## src/core/frpes_pkg.sv

```systemverilog
// Constants, register map and types for the flash row program/erase sequencer
package frpes_pkg;
  // Timing
  localparam int unsigned CLK_PERIOD_NS   = 10;
  localparam int unsigned ERASE_TIME_NS   = 20000000;
  localparam int unsigned PROG_TIME_NS    = 1600000;
  localparam int unsigned ERASE_CYCLES    = (ERASE_TIME_NS + CLK_PERIOD_NS - 1) / CLK_PERIOD_NS;
  localparam int unsigned PROG_CYCLES     = (PROG_TIME_NS + CLK_PERIOD_NS - 1) / CLK_PERIOD_NS;

  // Register byte offsets
  localparam logic [4:0]  REG_CTRL        = 5'h00;
  localparam logic [4:0]  REG_KEY         = 5'h04;
  localparam logic [4:0]  REG_PAGE_PTR    = 5'h08;
  localparam logic [4:0]  REG_TBLWR       = 5'h0C;
  localparam logic [4:0]  REG_STATUS      = 5'h10;

  // Control fields
  localparam int unsigned CTRL_OP_LSB     = 0;
  localparam int unsigned CTRL_OP_W       = 4;
  localparam int unsigned CTRL_ERASE_BIT  = 6;
  localparam int unsigned CTRL_PROG_EN_BIT = 14;
  localparam int unsigned CTRL_START_BIT  = 15;
  localparam logic [3:0]  OP_ROW          = 4'h1;
  localparam logic [3:0]  OP_ERASE        = 4'h2;

  // Unlock key values
  localparam logic [7:0]  KEY_FIRST       = 8'h55;
  localparam logic [7:0]  KEY_SECOND      = 8'hAA;

  // Geometry: 64 instructions a row, 8 rows a page, two address units each
  localparam int unsigned ROW_ALIGN_BITS  = 7;
  localparam int unsigned PAGE_ALIGN_BITS = 10;
  localparam int unsigned PAGE_W          = 8;
  localparam int unsigned OFFS_W          = 16;

  localparam logic [1:0]  RESP_OKAY       = 2'h0;
  localparam logic [1:0]  RESP_SLVERR     = 2'h2;

  typedef enum logic [1:0] {
    KEY_LOCKED = 2'b00,
    KEY_HALF   = 2'b01,
    KEY_OPEN   = 2'b10
  } frpes_key_t;

  // Word-aligned register decode, shared by read and write paths
  function automatic logic frpes_hit(input logic [4:0] addr, input logic [4:0] reg_off);
    return addr[4:2] == reg_off[4:2];
  endfunction
endpackage

```

## src/core/frpes_op_timer.sv

```systemverilog
// Duration counter for one erase or row-program cycle of the flash array
`timescale 1ns/1ps
module frpes_op_timer import frpes_pkg::*; #(
  parameter int unsigned ERASE_CNT = ERASE_CYCLES,
  parameter int unsigned PROG_CNT  = PROG_CYCLES
) (
  input  wire logic aclk,
  input  wire logic aresetn,
  input  wire logic start,
  input  wire logic is_erase,
  output logic      busy,
  output logic      done
);
  // Zero would wrap the down-counter
  if (ERASE_CNT < 1 || PROG_CNT < 1) begin : g_bad_count
    $error("frpes_op_timer: counts must be at least 1");
  end

  logic [31:0] count;
  logic [31:0] next_count;
  logic        next_busy;
  logic        next_done;

  always_comb begin
    next_count = count;
    next_busy  = busy;
    next_done  = 1'b0;
    if (start && !busy) begin
      next_busy  = 1'b1;
      next_count = is_erase ? 32'(ERASE_CNT - 1) : 32'(PROG_CNT - 1);
    end else if (busy) begin
      if (count == 32'h0000_0000) begin
        next_busy = 1'b0;
        next_done = 1'b1;
      end else begin
        next_count = count - 32'h0000_0001;
      end
    end
  end

  always_ff @(posedge aclk) begin
    if (!aresetn) begin
      count <= 32'h0000_0000;
      busy  <= 1'b0;
      done  <= 1'b0;
    end else begin
      count <= next_count;
      busy  <= next_busy;
      done  <= next_done;
    end
  end
endmodule // frpes_op_timer

```

## src/core/frpes_seq.sv

```systemverilog
// Flash program/erase sequencer with AXI4-Lite register access
//
// Design decisions made here: the AXI4-Lite interface to the registers and the register addresses.
`timescale 1ns/1ps
module frpes_seq import frpes_pkg::*; #(
  parameter int unsigned ERASE_CNT = ERASE_CYCLES,
  parameter int unsigned PROG_CNT  = PROG_CYCLES
) (
  input  wire logic        aclk,
  input  wire logic        aresetn,
  input  wire logic [4:0]  s_axi_awaddr,
  input  wire logic        s_axi_awvalid,
  output logic             s_axi_awready,
  input  wire logic [31:0] s_axi_wdata,
  input  wire logic [3:0]  s_axi_wstrb,
  input  wire logic        s_axi_wvalid,
  output logic             s_axi_wready,
  output logic [1:0]       s_axi_bresp,
  output logic             s_axi_bvalid,
  input  wire logic        s_axi_bready,
  input  wire logic [4:0]  s_axi_araddr,
  input  wire logic        s_axi_arvalid,
  output logic             s_axi_arready,
  output logic [31:0]      s_axi_rdata,
  output logic [1:0]       s_axi_rresp,
  output logic             s_axi_rvalid,
  input  wire logic        s_axi_rready,
  output logic             cpu_stall,
  output logic             flash_erase_en,
  output logic             flash_prog_en,
  output logic [23:0]      flash_addr
);
  logic             aw_held, w_held;
  logic [4:0]       aw_addr;
  logic [31:0]      w_data;
  logic [3:0]       w_strb;
  logic [3:0]       ctrl_op;
  logic             ctrl_erase, ctrl_prog_en, ctrl_start;
  logic [PAGE_W-1:0] table_page_pointer;
  logic [OFFS_W-1:0] base_offs;
  logic [PAGE_W-1:0] base_page;
  frpes_key_t       key_state;
  logic             rejected;
  logic             tmr_busy, tmr_done, start_go;

  logic             next_aw_held, next_w_held, next_awready, next_wready, next_bvalid;
  logic             next_arready, next_rvalid;
  logic [1:0]       next_bresp, next_rresp;
  logic [31:0]      next_rdata;
  logic [4:0]       next_aw_addr;
  logic [31:0]      next_w_data;
  logic [3:0]       next_w_strb;
  logic [3:0]       next_ctrl_op;
  logic             next_ctrl_erase, next_ctrl_prog_en, next_ctrl_start;
  logic [PAGE_W-1:0] next_tpp, next_base_page;
  logic [OFFS_W-1:0] next_base_offs;
  frpes_key_t       next_key_state;
  logic             next_rejected, next_start_go;
  logic             next_erase_en, next_prog_en, next_stall;
  logic [23:0]      next_flash_addr;

  logic             wr_fire, rd_fire, op_ok, merge_start;
  logic [15:0]      ctrl_word, ctrl_merged;

  frpes_op_timer #(
    .ERASE_CNT (ERASE_CNT),
    .PROG_CNT  (PROG_CNT)
  ) u_timer (
    .aclk     (aclk),
    .aresetn  (aresetn),
    .start    (start_go),
    .is_erase (ctrl_erase),
    .busy     (tmr_busy),
    .done     (tmr_done)
  );

  always_comb begin
    ctrl_word = '0;
    ctrl_word[CTRL_OP_LSB +: CTRL_OP_W] = ctrl_op;
    ctrl_word[CTRL_ERASE_BIT] = ctrl_erase;
    ctrl_word[CTRL_PROG_EN_BIT] = ctrl_prog_en;
    ctrl_word[CTRL_START_BIT] = ctrl_start;
    ctrl_merged[7:0]  = w_strb[0] ? w_data[7:0]  : ctrl_word[7:0];
    ctrl_merged[15:8] = w_strb[1] ? w_data[15:8] : ctrl_word[15:8];
    merge_start = ctrl_merged[CTRL_START_BIT];
    wr_fire = aw_held && w_held && !s_axi_bvalid;
    rd_fire = s_axi_arvalid && s_axi_arready;

    next_aw_held    = aw_held || (s_axi_awvalid && s_axi_awready);
    next_w_held     = w_held || (s_axi_wvalid && s_axi_wready);
    next_aw_addr    = (s_axi_awvalid && s_axi_awready) ? s_axi_awaddr : aw_addr;
    next_w_data     = (s_axi_wvalid && s_axi_wready) ? s_axi_wdata : w_data;
    next_w_strb     = (s_axi_wvalid && s_axi_wready) ? s_axi_wstrb : w_strb;
    next_bvalid     = s_axi_bvalid && !s_axi_bready;
    next_bresp      = s_axi_bresp;
    next_rvalid     = s_axi_rvalid && !s_axi_rready;
    next_rdata      = s_axi_rdata;
    next_rresp      = s_axi_rresp;
    next_ctrl_op    = ctrl_op;
    next_ctrl_erase = ctrl_erase;
    next_ctrl_prog_en = ctrl_prog_en;
    next_ctrl_start = ctrl_start;
    next_tpp        = table_page_pointer;
    next_base_page  = base_page;
    next_base_offs  = base_offs;
    next_key_state  = key_state;
    next_rejected   = rejected;
    next_start_go   = 1'b0;
    op_ok           = 1'b0;

    if (tmr_done) begin
      next_ctrl_start = 1'b0;
    end

    if (wr_fire) begin
      next_aw_held = 1'b0;
      next_w_held  = 1'b0;
      next_bvalid  = 1'b1;
      next_bresp   = RESP_OKAY;
      // any write other than the key sequence closes the unlock
      next_key_state = KEY_LOCKED;
      if (frpes_hit(aw_addr, REG_CTRL)) begin
        // Settings frozen while an operation runs
        if (!ctrl_start) begin
          next_ctrl_op    = ctrl_merged[CTRL_OP_LSB +: CTRL_OP_W];
          next_ctrl_erase = ctrl_merged[CTRL_ERASE_BIT];
          next_ctrl_prog_en = ctrl_merged[CTRL_PROG_EN_BIT];
          op_ok = ctrl_merged[CTRL_PROG_EN_BIT] &&
                  ((ctrl_merged[CTRL_OP_LSB +: CTRL_OP_W] == OP_ERASE &&
                    ctrl_merged[CTRL_ERASE_BIT]) ||
                   (ctrl_merged[CTRL_OP_LSB +: CTRL_OP_W] == OP_ROW &&
                    !ctrl_merged[CTRL_ERASE_BIT]));
          if (merge_start) begin
            if (key_state == KEY_OPEN && op_ok) begin
              next_ctrl_start = 1'b1;
              next_start_go   = 1'b1;
              next_rejected   = 1'b0;
            end else begin
              next_rejected = 1'b1;
            end
          end
        end
      end else if (frpes_hit(aw_addr, REG_KEY)) begin
        if (w_strb[0] && w_data[7:0] == KEY_FIRST) begin
          next_key_state = KEY_HALF;
        end else if (w_strb[0] && w_data[7:0] == KEY_SECOND && key_state == KEY_HALF) begin
          next_key_state = KEY_OPEN;
        end
      end else if (frpes_hit(aw_addr, REG_PAGE_PTR)) begin
        if (w_strb[0]) begin
          next_tpp = w_data[PAGE_W-1:0];
        end
      end else if (frpes_hit(aw_addr, REG_TBLWR)) begin
        // Table write latches the erase base
        next_base_page = table_page_pointer;
        next_base_offs = w_data[OFFS_W-1:0];
      end else if (!frpes_hit(aw_addr, REG_STATUS)) begin
        next_bresp = RESP_SLVERR;
      end
    end

    // Only one of each channel in flight: ready drops while holding or answering
    next_awready = !next_aw_held && !next_bvalid;
    next_wready  = !next_w_held && !next_bvalid;
    next_arready = !next_rvalid && !rd_fire;

    if (rd_fire) begin
      next_rvalid = 1'b1;
      next_rresp  = RESP_OKAY;
      next_rdata  = 32'h0000_0000;
      if (frpes_hit(s_axi_araddr, REG_CTRL)) begin
        next_rdata[15:0] = ctrl_word;
      end else if (frpes_hit(s_axi_araddr, REG_PAGE_PTR)) begin
        next_rdata[PAGE_W-1:0] = table_page_pointer;
      end else if (frpes_hit(s_axi_araddr, REG_TBLWR)) begin
        next_rdata[23:0] = {base_page, base_offs};
      end else if (frpes_hit(s_axi_araddr, REG_STATUS)) begin
        next_rdata[3:0] = {key_state, rejected, ctrl_start};
      end else if (!frpes_hit(s_axi_araddr, REG_KEY)) begin
        next_rresp = RESP_SLVERR;
      end
    end

    // erase spans the page, program one row
    next_erase_en   = next_ctrl_start && next_ctrl_erase;
    next_prog_en    = next_ctrl_start && !next_ctrl_erase;
    next_flash_addr = {next_base_page, next_base_offs};
    if (next_ctrl_erase) begin
      next_flash_addr[PAGE_ALIGN_BITS-1:0] = '0;
    end else begin
      next_flash_addr[ROW_ALIGN_BITS-1:0] = '0;
    end
    next_stall = next_ctrl_start;
  end

  always_ff @(posedge aclk) begin
    if (!aresetn) begin
      aw_held            <= 1'b0;
      w_held             <= 1'b0;
      aw_addr            <= 5'h00;
      w_data             <= 32'h0000_0000;
      w_strb             <= 4'h0;
      s_axi_awready      <= 1'b0;
      s_axi_wready       <= 1'b0;
      s_axi_bvalid       <= 1'b0;
      s_axi_bresp        <= RESP_OKAY;
      s_axi_arready      <= 1'b0;
      s_axi_rvalid       <= 1'b0;
      s_axi_rdata        <= 32'h0000_0000;
      s_axi_rresp        <= RESP_OKAY;
      ctrl_op            <= 4'h0;
      ctrl_erase         <= 1'b0;
      ctrl_prog_en       <= 1'b0;
      ctrl_start         <= 1'b0;
      table_page_pointer <= '0;
      base_page          <= '0;
      base_offs          <= '0;
      key_state          <= KEY_LOCKED;
      rejected           <= 1'b0;
      start_go           <= 1'b0;
      flash_erase_en     <= 1'b0;
      flash_prog_en      <= 1'b0;
      flash_addr         <= 24'h00_0000;
      cpu_stall          <= 1'b0;
    end else begin
      aw_held            <= next_aw_held;
      w_held             <= next_w_held;
      aw_addr            <= next_aw_addr;
      w_data             <= next_w_data;
      w_strb             <= next_w_strb;
      s_axi_awready      <= next_awready;
      s_axi_wready       <= next_wready;
      s_axi_bvalid       <= next_bvalid;
      s_axi_bresp        <= next_bresp;
      s_axi_arready      <= next_arready;
      s_axi_rvalid       <= next_rvalid;
      s_axi_rdata        <= next_rdata;
      s_axi_rresp        <= next_rresp;
      ctrl_op            <= next_ctrl_op;
      ctrl_erase         <= next_ctrl_erase;
      ctrl_prog_en       <= next_ctrl_prog_en;
      ctrl_start         <= next_ctrl_start;
      table_page_pointer <= next_tpp;
      base_page          <= next_base_page;
      base_offs          <= next_base_offs;
      key_state          <= next_key_state;
      rejected           <= next_rejected;
      start_go           <= next_start_go;
      flash_erase_en     <= next_erase_en;
      flash_prog_en      <= next_prog_en;
      flash_addr         <= next_flash_addr;
      cpu_stall          <= next_stall;
    end
  end
endmodule // frpes_seq

```

## config.mk

```make
export PLATFORM = sky130hd
export DESIGN_NAME = frpes_seq
export DESIGN_NICKNAME = d
export VERILOG_FILES = /design/src/core/frpes_pkg.sv /design/src/core/frpes_op_timer.sv /design/src/core/frpes_seq.sv
export SDC_FILE = /design/constraint.sdc
export NUM_CORES = 1
export LEC_CHECK = 0
export BUFFER_PORTS_ARGS = -buffer_cell sky130_fd_sc_hd__buf_2
export CORE_MARGIN = 2
export CORE_UTILIZATION = 55
export DETAILED_ROUTE_END_ITERATION = 10
export PLACE_DENSITY = 0.8
export SLEW_MARGIN = 40
export SYNTH_ARGS = -nofsm -noshare
export SYNTH_HDL_FRONTEND = slang
export SYNTH_HIERARCHICAL = 1
export SYNTH_SLANG_ARGS = --single-unit
```

## constraint.sdc

```tcl
create_clock -name aclk -period 3.11 [get_ports aclk]
set_clock_uncertainty 0.05 [all_clocks]
set_input_delay 0.622 -clock aclk [delete_from_list [all_inputs] [get_ports aclk]]
set_output_delay 0.622 -clock aclk [all_outputs]
set_load 0.1 [all_outputs]
```

==> metrics.txt <==
most used standard cell by instance count after synthesis dfxtp_1; Max Cap Viol 0; number of buffers created by CTS 17; FP Rows 38; Clock Tree Root clkbuf_8; Die Area around 12000 um2; top post-synthesis cells by area dfxtp_1, nand2_1, a21oi_1, mux2i_1, buf_4; sequential fraction of the synthesis area approximately 45%; core region area 10700 um2; worst path setup slack after routing between 0.15 and 0.2 ns; PD cells 588 nW/um2; Worst Path Required about 3.5 ns; clk slew on worst S/H paths 0.06 ns; Worst setup SP type register; Setup Buffers After CTS 0; initial core utilization between 50% and 60%; post-route design area 6960 um2; critical setup path kind reg2reg; residual overflow from global routing 0; Total GRT Usage roughly 26%; Final Setup Violations 0; per-cell routed wire length approximately 16 um; max-slew violation count 0; Nets a little over 800; total number of yosys warnings 6; actual transition at the worst max-transition pin 0.778 ns; setup TNS 0 ns; Max Fanout on Critical Path 9; Post-synth EDFFs 0; flops & latches, synth 136; number of hold-slack violations in the final timing report 0; detailed-placement wirelength estimate ~10000 um; proportion of layout cells with a drive suffix above 1 a little under a fifth; CP arrival 3.31 ns; Detailed Routing Iterations Pass 1 8; Die X around 110 um; Final Wtd Congestion a little under 0.9; total of cells resized after clock tree synthesis 0; clock latency on the worst-skew pair around 0.52 ns; Syn Inst Count about 700; post-route minimum period slightly below 3 ns; antenna violations before repair 0; worst max-slew margin expressed relative to the limit just under 50%; top cells by count, synth dfxtp_1, nand2_1, a21oi_1, nor2_1, clkbuf_1; hold_buf cts 0; setup repair after global routing missed its margin no; Final Core Density ~65%; average cell area after synthesis between 8 and 9 um2; final worst-path cycle share approximately 94%; number of routed nets with antenna violations 0; Remaining DRCs 0; number of buffers on the longest clock path 2; Final Hold Slack 0.284 ns; number of vias in the routed layout between 5k and 6k; post-detailed-placement cell area roughly 6400 um2; fraction of synthesized cell area taken by the top area cell type a little under half; # port buffers between 80 and 90; maximum clock frequency 0.343 GHz; area of the mapped netlist ~6000 um2; area overhead of the layout relative to synthesis 15.6%; Via density between 5 and 6; leakage power between 2 and 3 nW; r2r setup slk between 0.15 and 0.2 ns; number of design-rule violations left by the first detailed-router iteration approximately 550; kind of path behind the tightest hold check in2reg; library cell occupying the most area in the post-synthesis netlist dfxtp_1; maximum vdd ir drop roughly 0.34 mV; total clock sinks 136; async set-or-reset flop fraction in the synthesized netlist 0%; pre-CTS setup slack ~0.23 ns; most used flip-flop cell after synthesis dfxtp_1; Top-Level Pins 121; number of global-route vias before repair ~4.9k; maximum level of the CTS H-tree 4; vertical die dimension about 110 um; CP endpoint kind register; TritonCTS clock tree built; number of diodes 0; largest net degree at the start of global routing between 50 and 60; outcome complete, no violations; number of library cell types mapped by synthesis between 60 and 70; wire length of the first global-routing pass around 24000 um; final wirelength between 10000 and 15000 um
cell families (layout without fill, tap and decap cells):
kind of cell / after synthesis / count (layout) / synth area share (%)
fa+ha+maj: 1 / 1 / 0.208
other cells: 1 / 17 / 0.0623
mux: 34 / 34 / 5.84
simple gates: 294 / 294 / 24.6
flops: 136 / 136 / 45.2
compound gates: 151 / 151 / 17.1
buf+inv: 80 / 134 / 7.02
routing by layer:
layer	GRT usage, %	wire, um
met5	0	0
met4	8.52	213
met3	5.98	1200
met2	40.3	7000
met1	34.8	6430
per-stage QoR:
step | cells | power, mW
finish | 907 | 4.10
global route | 907 | 4.21
CTS | 907 | 4.11
detailed placement | 875 | 2.14
global placement | 875 | 2.14
floorplan | 713 | 2.10
cells in the final DEF, fill, tap and decap left out, types with 3 or more instances in the layout:
cell | Yosys | layout
a211oi_1 | 3 | 3
a21oi_1 | 72 | 72
a221oi_1 | 6 | 6
a22oi_1 | 4 | 4
a311oi_1 | 7 | 7
a31oi_1 | 6 | 6
a32o_1 | 3 | 3
and2_1 | 4 | 4
and3_1 | 6 | 6
buf_2 | 10 | 81
buf_4 | 25 | 9
clkbuf_16 | 0 | 16
conb_1 | 1 | 17
dfxtp_1 | 136 | 136
inv_1 | 10 | 10
inv_6 | 0 | 6
mux2_2 | 5 | 5
mux2i_1 | 28 | 28
nand2_1 | 119 | 119
nand2b_1 | 5 | 5
nand3_1 | 29 | 29
nor2_1 | 45 | 45
nor2b_1 | 5 | 5
nor3_1 | 20 | 20
nor4_1 | 4 | 4
nor4bb_1 | 4 | 4
o2111ai_1 | 5 | 5
o211ai_1 | 3 | 3
o21ai_0 | 11 | 11
o311ai_0 | 5 | 5
o31ai_1 | 4 | 4
or2_2 | 3 | 3
or3_1 | 14 | 14
or4_1 | 14 | 14
or4_4 | 4 | 4
path summary, 6_finish.rpt:
check,start,to,depth (start not counted)
worst max-delay path,u_timer/count[0]$_SDFFE_PN0P_,u_timer/count[30]$_SDFFE_PN0P_,7
worst min-delay path,s_axi_wdata[12],w_data[12]$_SDFFE_PN0P_,3
worst max register to register,u_timer/count[0]$_SDFFE_PN0P_,u_timer/count[30]$_SDFFE_PN0P_,7
worst min register to register,s_axi_rdata[10]$_SDFFE_PN0P_,s_axi_rdata[10]$_SDFFE_PN0P_,2
final cells by class:
type	count	area, um2
fill	869	3780
multi-input combinational	497	2940
sequential	136	2720
timing repair buffer	91	493
clock buffer	18	428
tap	140	175
clock inverter	14	161
inverter	11	41.3
sequential cells by signal (all words and copies together) (netlist names), 2 cells and up:
name and cells:
w_strb 2, flash_addr 17, base_offs 10, s_axi_rdata 24, key_state 2, ctrl_op 4
u_timer/count 32, w_data 16, aw_addr 3, table_page_pointer 8
power by group:
part	total (mW)	internal (mW)	switching, mW
combinational	0.313	0.0561	0.257
sequential	1.80	1.77	0.0296
clock	1.98	1.18	0.802
critical path: stages, from the launching register on:
cell and delay, ns:
dfxtp_1 0.34, inv_1 0.09, ha_1 0.33, or4b_1 0.48, or2_1 0.34, or3_1 0.49, a2111oi_1 0.47, mux2i_1 0.26
Power figures use the tool's default switching activity.
